File: config.mk
export PLATFORM = sky130hd
export DESIGN_NAME = bar_master
export DESIGN_NICKNAME = d
export VERILOG_FILES = /design/src/rtl/bar_pkg.sv /design/src/rtl/bar_lane.sv /design/src/rtl/bar_master.sv
export SDC_FILE = /design/constraint.sdc
export NUM_CORES = 1
export LEC_CHECK = 0
export BUFFER_PORTS_ARGS = -buffer_cell sky130_fd_sc_hd__buf_2
export CORE_MARGIN = 10
export CORE_UTILIZATION = 41
export CTS_CLUSTER_DIAMETER = 60
export DETAILED_ROUTE_END_ITERATION = 12
export PLACE_DENSITY = 0.81
export SYNTH_ARGS = -nofsm -noshare
export SYNTH_HDL_FRONTEND = slang
export SYNTH_SLANG_ARGS = --single-unit
File: constraint.sdc
create_clock -name core_clk -period 2.4 [get_ports core_clk]
set_clock_uncertainty 0.2 [all_clocks]
set_input_delay 0.24 -clock core_clk [delete_from_list [all_inputs] [get_ports core_clk]]
set_output_delay 0.24 -clock core_clk [all_outputs]
set_load 0.005 [all_outputs]
File: src/rtl/bar_pkg.sv
// constants for the bus address relocation block
package bar_pkg;
    localparam int          CPU_AW       = 16;
    localparam int          BUS_AW       = 18;
    localparam int          DW           = 16;
    localparam int          BW           = 8;
    // top three cpu bits that mark the reserved 8k window
    localparam int          TOP_LSB      = 13;
    localparam logic [2:0]  TOP_ONES     = 3'h7;
    localparam logic [1:0]  EXT_ONES     = 2'h3;
    localparam logic [1:0]  EXT_ZERO     = 2'h0;
    localparam logic [17:0] ADDR_RST     = 18'h00000;
    localparam logic [15:0] DATA_RST     = 16'h0000;
    localparam logic [1:0]  BE_RST       = 2'h0;
    localparam logic [1:0]  BE_WORD      = 2'h3;
    localparam logic [1:0]  BE_LOW       = 2'h1;
    localparam logic [1:0]  BE_HIGH      = 2'h2;
endpackage

File: src/rtl/bar_lane.sv
`timescale 1ns/1ns
// byte lane steering for word and byte accesses
module bar_lane (
    input  wire logic [15:0] cpu_wdata,
    input  wire logic        cpu_byte,
    input  wire logic        addr_odd,
    output logic      [1:0]  lane_be,
    output logic      [15:0] lane_wdata
);
    always_comb begin
        if (!cpu_byte) begin
            lane_be    = bar_pkg::BE_WORD;
            lane_wdata = cpu_wdata;
        end else if (addr_odd) begin
            // odd byte rides the high lane
            lane_be    = bar_pkg::BE_HIGH;
            lane_wdata = {cpu_wdata[7:0], cpu_wdata[7:0]};
        end else begin
            lane_be    = bar_pkg::BE_LOW;
            lane_wdata = {cpu_wdata[7:0], cpu_wdata[7:0]};
        end
    end
endmodule

File: src/rtl/bar_master.sv
`timescale 1ns/1ns
// bus master address generation with top 8k relocation
// Notes on behaviour
// word access uses even address, odd is refused
// byte access picks half by parity
// bus address is 18 bits wide
// cpu supplies only 16 address bits
// top three ones force bits 17:16 high
// 160000-177777 relocates to 760000-777777
// lower addresses pass with zero top
// top 8k holds registers, no memory
// byte write changes only selected byte
module bar_master (
    input  wire logic        core_clk,
    input  wire logic        rst,
    input  wire logic        cpu_req,
    input  wire logic [15:0] cpu_addr,
    input  wire logic        cpu_write,
    input  wire logic        cpu_byte,
    input  wire logic [15:0] cpu_wdata,
    input  wire logic        bus_master,
    output logic             bus_valid,
    output logic      [17:0] bus_addr,
    output logic             bus_write,
    output logic      [1:0]  bus_be,
    output logic      [15:0] bus_wdata,
    output logic             align_err
);
    // one register stage between cpu and bus: every access costs
    // a cycle, but the far side sees an address that never glitches
    // while the relocation logic settles

    // what the request on this edge turns out to be
    typedef enum logic [2:0] {
        BAR_KIND_IDLE = 3'h0,
        BAR_KIND_WORD = 3'h1,
        BAR_KIND_LOW  = 3'h2,
        BAR_KIND_HIGH = 3'h3,
        BAR_KIND_ODD  = 3'h4
    } bar_kind_e;

    typedef struct packed {
        logic        valid;
        logic [17:0] addr;
        logic        write;
        logic [1:0]  be;
        logic [15:0] wdata;
        logic        err;
    } bar_state_s;

    bar_state_s  st_reg;
    bar_state_s  st_next;
    bar_kind_e   kind;
    logic        taken;
    logic        addr_odd;
    logic [17:0] reloc_addr;
    logic [1:0]  lane_be;
    logic [15:0] lane_wdata;

    // cpu gives 16 bits only; the two upper bus bits are made
    // here, so nothing else can hand memory a stray high address
    function automatic logic [17:0] bar_relocate(
        input logic [15:0] addr
    );
        logic [2:0] top;
        logic [1:0] ext;

        top = addr[15:bar_pkg::TOP_LSB];
        // low addresses keep zero top
        ext = bar_pkg::EXT_ZERO;
        // three ones force top
        if (top == bar_pkg::TOP_ONES) begin
            // window moves to bus top
            ext = bar_pkg::EXT_ONES;
        end
        return {ext, addr};
    endfunction

    // one decode of the request, so the next-state logic
    // only ever looks at a single code
    function automatic bar_kind_e bar_classify(
        input logic req_ok,
        input logic byte_acc,
        input logic odd
    );
        bar_kind_e k;

        k = BAR_KIND_IDLE;
        if (req_ok) begin
            case ({byte_acc, odd})
                2'h0: begin
                    k = BAR_KIND_WORD;
                end
                2'h1: begin
                    // odd word address refused
                    k = BAR_KIND_ODD;
                end
                2'h2: begin
                    k = BAR_KIND_LOW;
                end
                2'h3: begin
                    // odd byte is high half
                    k = BAR_KIND_HIGH;
                end
                default: begin
                    k = BAR_KIND_IDLE;
                end
            endcase
        end

        return k;
    endfunction

    // request ignored while another master owns the bus
    assign taken      = cpu_req && bus_master;
    // parity shared by lanes and decode
    assign addr_odd   = cpu_addr[0];

    assign kind       = bar_classify(taken, cpu_byte, addr_odd);
    // widened to bus here
    assign reloc_addr = bar_relocate(cpu_addr);

    bar_lane u_lane (
        .cpu_wdata  (cpu_wdata),
        .cpu_byte   (cpu_byte),
        .addr_odd   (addr_odd),
        .lane_be    (lane_be),
        .lane_wdata (lane_wdata)
    );

    // answer lands one edge after the request; valid and err are
    // single pulses, address, direction, lanes and data hold until
    // the next accepted access so a slow device can still look
    always_comb begin
        st_next = st_reg;

        case (kind)
            BAR_KIND_IDLE: begin
                // no request or not bus master: valid and err drop, the rest holds
                st_next.valid = 1'h0;
                st_next.err   = 1'h0;
                st_next.addr  = st_reg.addr;
                st_next.write = st_reg.write;
                st_next.be    = st_reg.be;
                st_next.wdata = st_reg.wdata;
            end

            BAR_KIND_ODD: begin
                // refused rather than rounded, so software sees the slip
                st_next.valid = 1'h0;
                st_next.err   = 1'h1;
                st_next.addr  = st_reg.addr;
                st_next.write = st_reg.write;
                st_next.be    = st_reg.be;
                st_next.wdata = st_reg.wdata;
            end

            BAR_KIND_WORD: begin
                st_next.valid = 1'h1;
                st_next.err   = 1'h0;
                st_next.addr  = reloc_addr;
                st_next.write = cpu_write;
                // word fills both lanes
                st_next.be    = lane_be;
                st_next.wdata = lane_wdata;
            end

            BAR_KIND_LOW: begin
                st_next.valid = 1'h1;
                st_next.err   = 1'h0;
                st_next.addr  = reloc_addr;
                st_next.write = cpu_write;
                // even byte, low lane
                st_next.be    = lane_be;
                st_next.wdata = lane_wdata;
            end

            BAR_KIND_HIGH: begin
                st_next.valid = 1'h1;
                st_next.err   = 1'h0;
                st_next.addr  = reloc_addr;
                st_next.write = cpu_write;
                // odd byte, high lane
                st_next.be    = lane_be;
                // strobe spares other byte
                st_next.wdata = lane_wdata;
            end

            default: begin
                // unused codes behave as idle
                st_next.valid = 1'h0;
                st_next.err   = 1'h0;
                st_next.addr  = st_reg.addr;
                st_next.write = st_reg.write;
                st_next.be    = st_reg.be;
                st_next.wdata = st_reg.wdata;
            end
        endcase
    end

    always_ff @(posedge core_clk or posedge rst) begin
        if (rst) begin
            st_reg.valid <= 1'h0;
            st_reg.addr  <= bar_pkg::ADDR_RST;
            st_reg.write <= 1'h0;
            st_reg.be    <= bar_pkg::BE_RST;
            st_reg.wdata <= bar_pkg::DATA_RST;
            st_reg.err   <= 1'h0;
        end else begin
            st_reg <= st_next;
        end
    end

    // strobes straight from the register, no gating after it
    assign bus_valid = st_reg.valid;
    assign align_err = st_reg.err;

    // full 18 bit bus address
    assign bus_addr  = st_reg.addr;

    assign bus_write = st_reg.write;
    assign bus_be    = st_reg.be;
    assign bus_wdata = st_reg.wdata;
endmodule

* Word level (Yosys, flattened, before mapping)
Cells that the tools add are included.
** Storage, ports and cells
- Register bits after elaboration :: 39
- Bits of input ports :: 38
- Output and inout bits :: 39
** Operators by class
- Multiplexer cells :: 7
- Reduce and logical (&&, ||, !) cells :: 4
- Bitwise gates (word level) :: 1
- Equal/unequal tests :: 8
** Operator list (count)
- one-hot mux 39 bit (2 select lines) :: 1
- 2-to-1 mux 16 bit :: 1
- one-hot mux 3 bit (4 select lines) :: 1
- equality test 3 x 2 -> 1 bit (second input constant) :: 2
- equality test 3 bit (second input constant) :: 2
- 2-to-1 mux 2 bit :: 3
- equality test 2 bit (second input constant) :: 2
- equality test 3 x 1 -> 1 bit (second input constant) :: 1
- 2-to-1 mux 3 bit :: 1
- OR reduction 3 bit :: 1
- equality test 2 x 1 -> 1 bit (second input constant) :: 1
- logical NOT 2 bit :: 1
- AND reduction 2 bit :: 1
- logical AND 1 bit :: 1
- NOT 1 bit :: 1

* Logic depth before layout (Yosys ltp)
- Depth in word-level cells :: 6
- Depth in mapped cells :: 6

* Hierarchy
From an unflattened synthesis, not the netlist that was laid out.
** Unflattened totals
- Cells, all modules :: 108
- Area total of the unflattened synthesis :: 1692.9 um^2
** By module, submodules not included
- bar_master :: instances 1, sequential area each 950.9 um^2, area each 1491.4 um^2, cells an instance 89
- bar_lane :: instances 1, sequential area each 0.0 um^2, area each 201.4 um^2, cells an instance 19

* Worst setup path before layout
OpenSTA, ideal clock, no wires.
- Path kind :: input port to flip-flop
- Start :: input cpu_byte
- End :: register st_reg (netlist bit bus_addr[0])
- Path buffers :: 2
- Data arrival time :: 1.757 ns
- Path slack :: 0.318 ns
- Stages on the path :: 6
- Path through :: clkbuf_1 > inv_1 > ha_1 > nor3_4 > buf_6 > mux2_2
** On the way
- Longest elaborated chain between the ends :: 6
- Elaborated cells on any way between the ends :: 13
- Those cells by class :: eq/ne (7); mux (2); bitwise (1); reduce/logical (3)
** Ends and longest elaborated chain
- from (decl) :: line bar_master.sv:19 : input wire logic cpu_byte,
- equality test 2 bit (tied with other cells) :: line bar_master.sv:90 : case ({byte_acc, odd})
- one-hot mux 3 bit (4 select lines) * :: line bar_master.sv:90
- 2-to-1 mux 3 bit * :: line bar_master.sv:89 : if (req_ok) begin
- equality test 3 x 2 -> 1 bit (tied with other cells) :: line bar_master.sv:137 : case (kind)
- OR reduction 3 bit (no source line) / NOT 1 bit (equally long branches)
- AND reduction 2 bit (no source line) *
- to (signal assigned) :: line bar_master.sv:210 : st_reg <= st_next;
- to (decl) :: line bar_master.sv:51 : bar_state_s st_reg;
Every way passes the cells marked *; elsewhere a longest branch is shown, timed or not.
A chain may end at the register's enable or synchronous reset.

* Worst setup path after layout
- Start :: input cpu_addr[0]
- End :: register st_reg (netlist bit bus_wdata[13])
** On the way
- Longest elaborated chain between the ends :: 6
- Elaborated cells on any way between the ends :: 13
- Those cells by class :: eq/ne (7); mux (2); bitwise (1); reduce/logical (3)
** Ends and longest elaborated chain
- from (decl) :: line bar_master.sv:17 : input wire logic [15:0] cpu_addr,
- equality test 2 bit (tied with other cells) :: line bar_master.sv:90
- one-hot mux 3 bit (4 select lines) * :: line bar_master.sv:90
- 2-to-1 mux 3 bit * :: line bar_master.sv:89
- equality test 3 x 2 -> 1 bit (tied with other cells) :: line bar_master.sv:137
- OR reduction 3 bit (no source line) / NOT 1 bit (equally long branches)
- AND reduction 2 bit (no source line) *
Marks and branches as above.

==> results.sh <==
export IMPL_port_buffers=76
export IMPL_nets=245
export IMPL_drc_errors=0
export IMPL_synth_nets=143
export IMPL_cp_end_kind="flip-flop"
export IMPL_root_buffer="clkbuf_8"
export IMPL_switching_power_uw=465.4
export IMPL_final_area_um2=2320
export IMPL_clockBufferDepth=2
export IMPL_critical_path_class="in2reg"
export IMPL_pwr_share_clk_pct=25.9
export IMPL_cp_data_arrival_time_ns=1.78
export IMPL_synth_compound_area_share_pct=0.5469
export IMPL_drive_gt1_share_pct=64.71
export IMPL_dp_hpwl_um=3020
export IMPL_grt_max_degree=39
export IMPL_slowest_delay_ns=0.36
export IMPL_rsz0062_at_grt="false"
export IMPL_seq_area_frac_synth_pct=59.38
export IMPL_fillers=279
export IMPL_cts_made_buffers=5
export IMPL_yosys_area_top_type="dfrtp_1"
export IMPL_pwr_share_comb_pct=25.3
export IMPL_grt_first_pass_wirelength_um=6368
export IMPL_hold_viol=0
export IMPL_setup_viol=0
export IMPL_async_reset_ff_share_pct=100.0
export IMPL_antenna_found_initial=0
export IMPL_intPower_uw=1282
export IMPL_synth_most_common_cell="mux2_2"
export IMPL_clk_pin_slew_ns=0.08
export IMPL_fp_row_count=22
export IMPL_ys_seq_elements=38
export IMPL_period_minus_slack_ns=1.806
export IMPL_powerDensity_nw_per_um2=753.3
export IMPL_place_inst=225
export IMPL_areaGrowthSynthToFinish_pct=44.84
export IMPL_syn_avg_cell_area_um2=15.86
export IMPL_power_frac_seq_pct=48.9
export IMPL_worst_slew_pin_slew_ns=0.4760
export IMPL_yosys_top_cells_count="41 x mux2_2, 38 x dfrtp_1, 4 x ha_1, 4 x inv_1, 3 x buf_6"
export IMPL_grt_pass1_vias=1238
export IMPL_die_h_um=82.50
export IMPL_crit_chain="buf_2 -> inv_1 -> ha_1 -> nor3_2 -> nor3_4 -> buf_4 -> mux2_2"
export IMPL_htree_levels=2
export IMPL_max_slew_margin_pct=68.27
export IMPL_start_util_pct=43.10
export IMPL_postCtsSetupBuffers=0
export IMPL_muxShareOfSynthArea_pct=30.16
export IMPL_final_cells=252
export IMPL_final_antenna_net_count=0
export IMPL_viasPerCell=4.512
export IMPL_synthFlopType="dfrtp_1"
export IMPL_dieArea_um2=6806
export IMPL_yosysUniqueCellTypes=16
export IMPL_synth_fa_ha_area_share_pct=3.125
export IMPL_critPathRequiredTime_ns=2.37
export IMPL_placed_cell_area_um2=2034
export IMPL_synthXorXnorAreaFrac_pct=0
export IMPL_wl_um=4036
export IMPL_ys_warnings_count=0
export IMPL_io_pins=77
export IMPL_hold_class="in2reg"
export IMPL_synthCells=101
export IMPL_slowest_stage="mux2_2"
export IMPL_crit_path_start_kind="input port"
export IMPL_synth_top_family_by_area="multiplexers"
export IMPL_period_share_pct=75.26
export IMPL_via_count=1137
export IMPL_die_w_um=82.50
export IMPL_status="complete, no violations"
export IMPL_synth_top_area_share_pct=59.38
export IMPL_avgRoutedWirePerCell_um=16.02
export IMPL_synth_simple_gate_area_share_pct=3.047
export IMPL_grt_remaining_overflow=0
export IMPL_finalSetupTns_ns=0
export IMPL_vdd_drop_max_uv=537.6
export IMPL_antenna_cells=0
export IMPL_clock_sinks=38
export IMPL_max_freq_ghz=0.5536
export IMPL_core_um2=3716
export IMPL_worstPathMaxFanout=16
export IMPL_syn_cell_area_um2=1602
export IMPL_place_gp_congestion=0.7387
export IMPL_swShare_pct=26.63
export IMPL_clock_latency_ns=0.28
export IMPL_synthTopCellsByArea="dfrtp_1 59%, mux2_2 29%, ha_1 3.1%"
export IMPL_detail_route_first_pass_iterations=3
export IMPL_maxCapViolations=0
export IMPL_synth_edf_count=0
export IMPL_tritoncts="built"
export IMPL_track_usage_pct=12.31
export IMPL_drtIter0Drc=47
export IMPL_leakagePower_uw=0.001150
export IMPL_slew_violations=0
==> stage by stage <==
| step | utilization, % | power [uW] | setup WS, ns | hold slack, ns |
|---|---|---|---|---|
| 2_1_floorplan | - | 1062 | 0.3179 | 0.1747 |
| 3_3_place_gp | 54.75 | 1277 | 0.3327 | 0.1726 |
| 3_5_place_dp | 54.75 | 1294 | 0.2862 | 0.1771 |
| 4_1_cts | 62.42 | 1775 | 0.5965 | 0.0003382 |
| 5_1_grt | 62.42 | 1860 | 0.5059 | 0.006500 |
| 6_report | 62.42 | 1748 | 0.5937 | 0.007034 |
==> worst max-delay path, delay by kind of cell <==
family	cells	cell delay [ns]
buf+inv	3	0.49
simple gates	2	0.41
mux	1	0.36
fa+ha+maj	1	0.28
==> power by group through the flow <==
stage / Sequential [uW] / Clock (uW) / Combinational (uW)
after floorplan: 878 / 0 / 184
final: 854 / 452 / 441
after CTS: 855 / 469 / 451
after global placement: 860 / 0 / 416
after detailed placement: 867 / 0 / 427
after global routing: 874 / 498 / 488
==> sequential cells by signal, indices dropped and copies added, names as in the netlist <==
| register | cells |
|---|---|
| align_err | 1 |
| bus_wdata | 16 |
| bus_addr | 17 |
| bus_valid | 1 |
| bus_be | 2 |
| bus_write | 1 |
==> timing repair <==
item / in CTS / in global routing
hold buffers: 19 / 0
hold endpoints to repair: 56 / 0
resized for setup: 0 / 0
==> cell usage in the layout (no fill, tap or decap) <==
cell           synthesis  routed
clkinvlp_4             0       1
nand2_1                1       1
clkbuf_8               0       6
dfrtp_1               38      38
a2bb2oi_1              1       1
mux2_2                41      41
and3_1                 1       1
and4_1                 1       1
buf_4                  1       5
inv_1                  4       4
clkinv_2               0       1
dlygate4sd3_1          0      19
mux2_1                 1       1
nor2_1                 1       1
nor3_4                 1       1
nor3_2                 1       1
ha_1                   4       4
buf_2                  0      76
mux2i_1                1       1
==> cell type report <==
class,count,area (um2),share of cell area [%]
tap,48,60.06,2.589
timing repair buffer,100,608.1,26.21
clock buffer,6,82.58,3.560
multi-input combinational,54,590.6,25.46
clock inverter,2,12.51,0.5394
inverter,4,15.01,0.6473
sequential,38,950.9,40.99
==> metal layers <==
metal | track usage (%) | share of wire, % | vias up
met5 | 0 | 0 | -
met4 | 5.518 | 1.5 | 0
met3 | 4.968 | 11 | 4
met2 | 20.61 | 49 | 47
met1 | 13.47 | 38 | 531
li1 | - | - | 555
==> cell families after synthesis <==
| group | Yosys count |
|---|---|
| flops | 38 |
| compound gates | 1 |
| fa+ha+maj | 4 |
| buf+inv | 9 |
| simple gates | 6 |
| mux | 43 |
==> worst paths after layout <==
check / startpoint / endpoint / slack (ns) / depth (start not counted)
max: cpu_addr[0] / bus_wdata[13] / 0.59 / 7
max in group asynchronous: rst / bus_wdata[7] / 1.25 / 4
min: cpu_wdata[4] / bus_wdata[4] / 0.007 / 2
max reg2reg: bus_addr[3] / bus_addr[3] / 1.42 / 1
min in group asynchronous: rst / bus_addr[8] / 0.42 / 4
min reg2reg: bus_addr[4] / bus_addr[4] / 0.30 / 1
(Power assumes the default switching activity.)
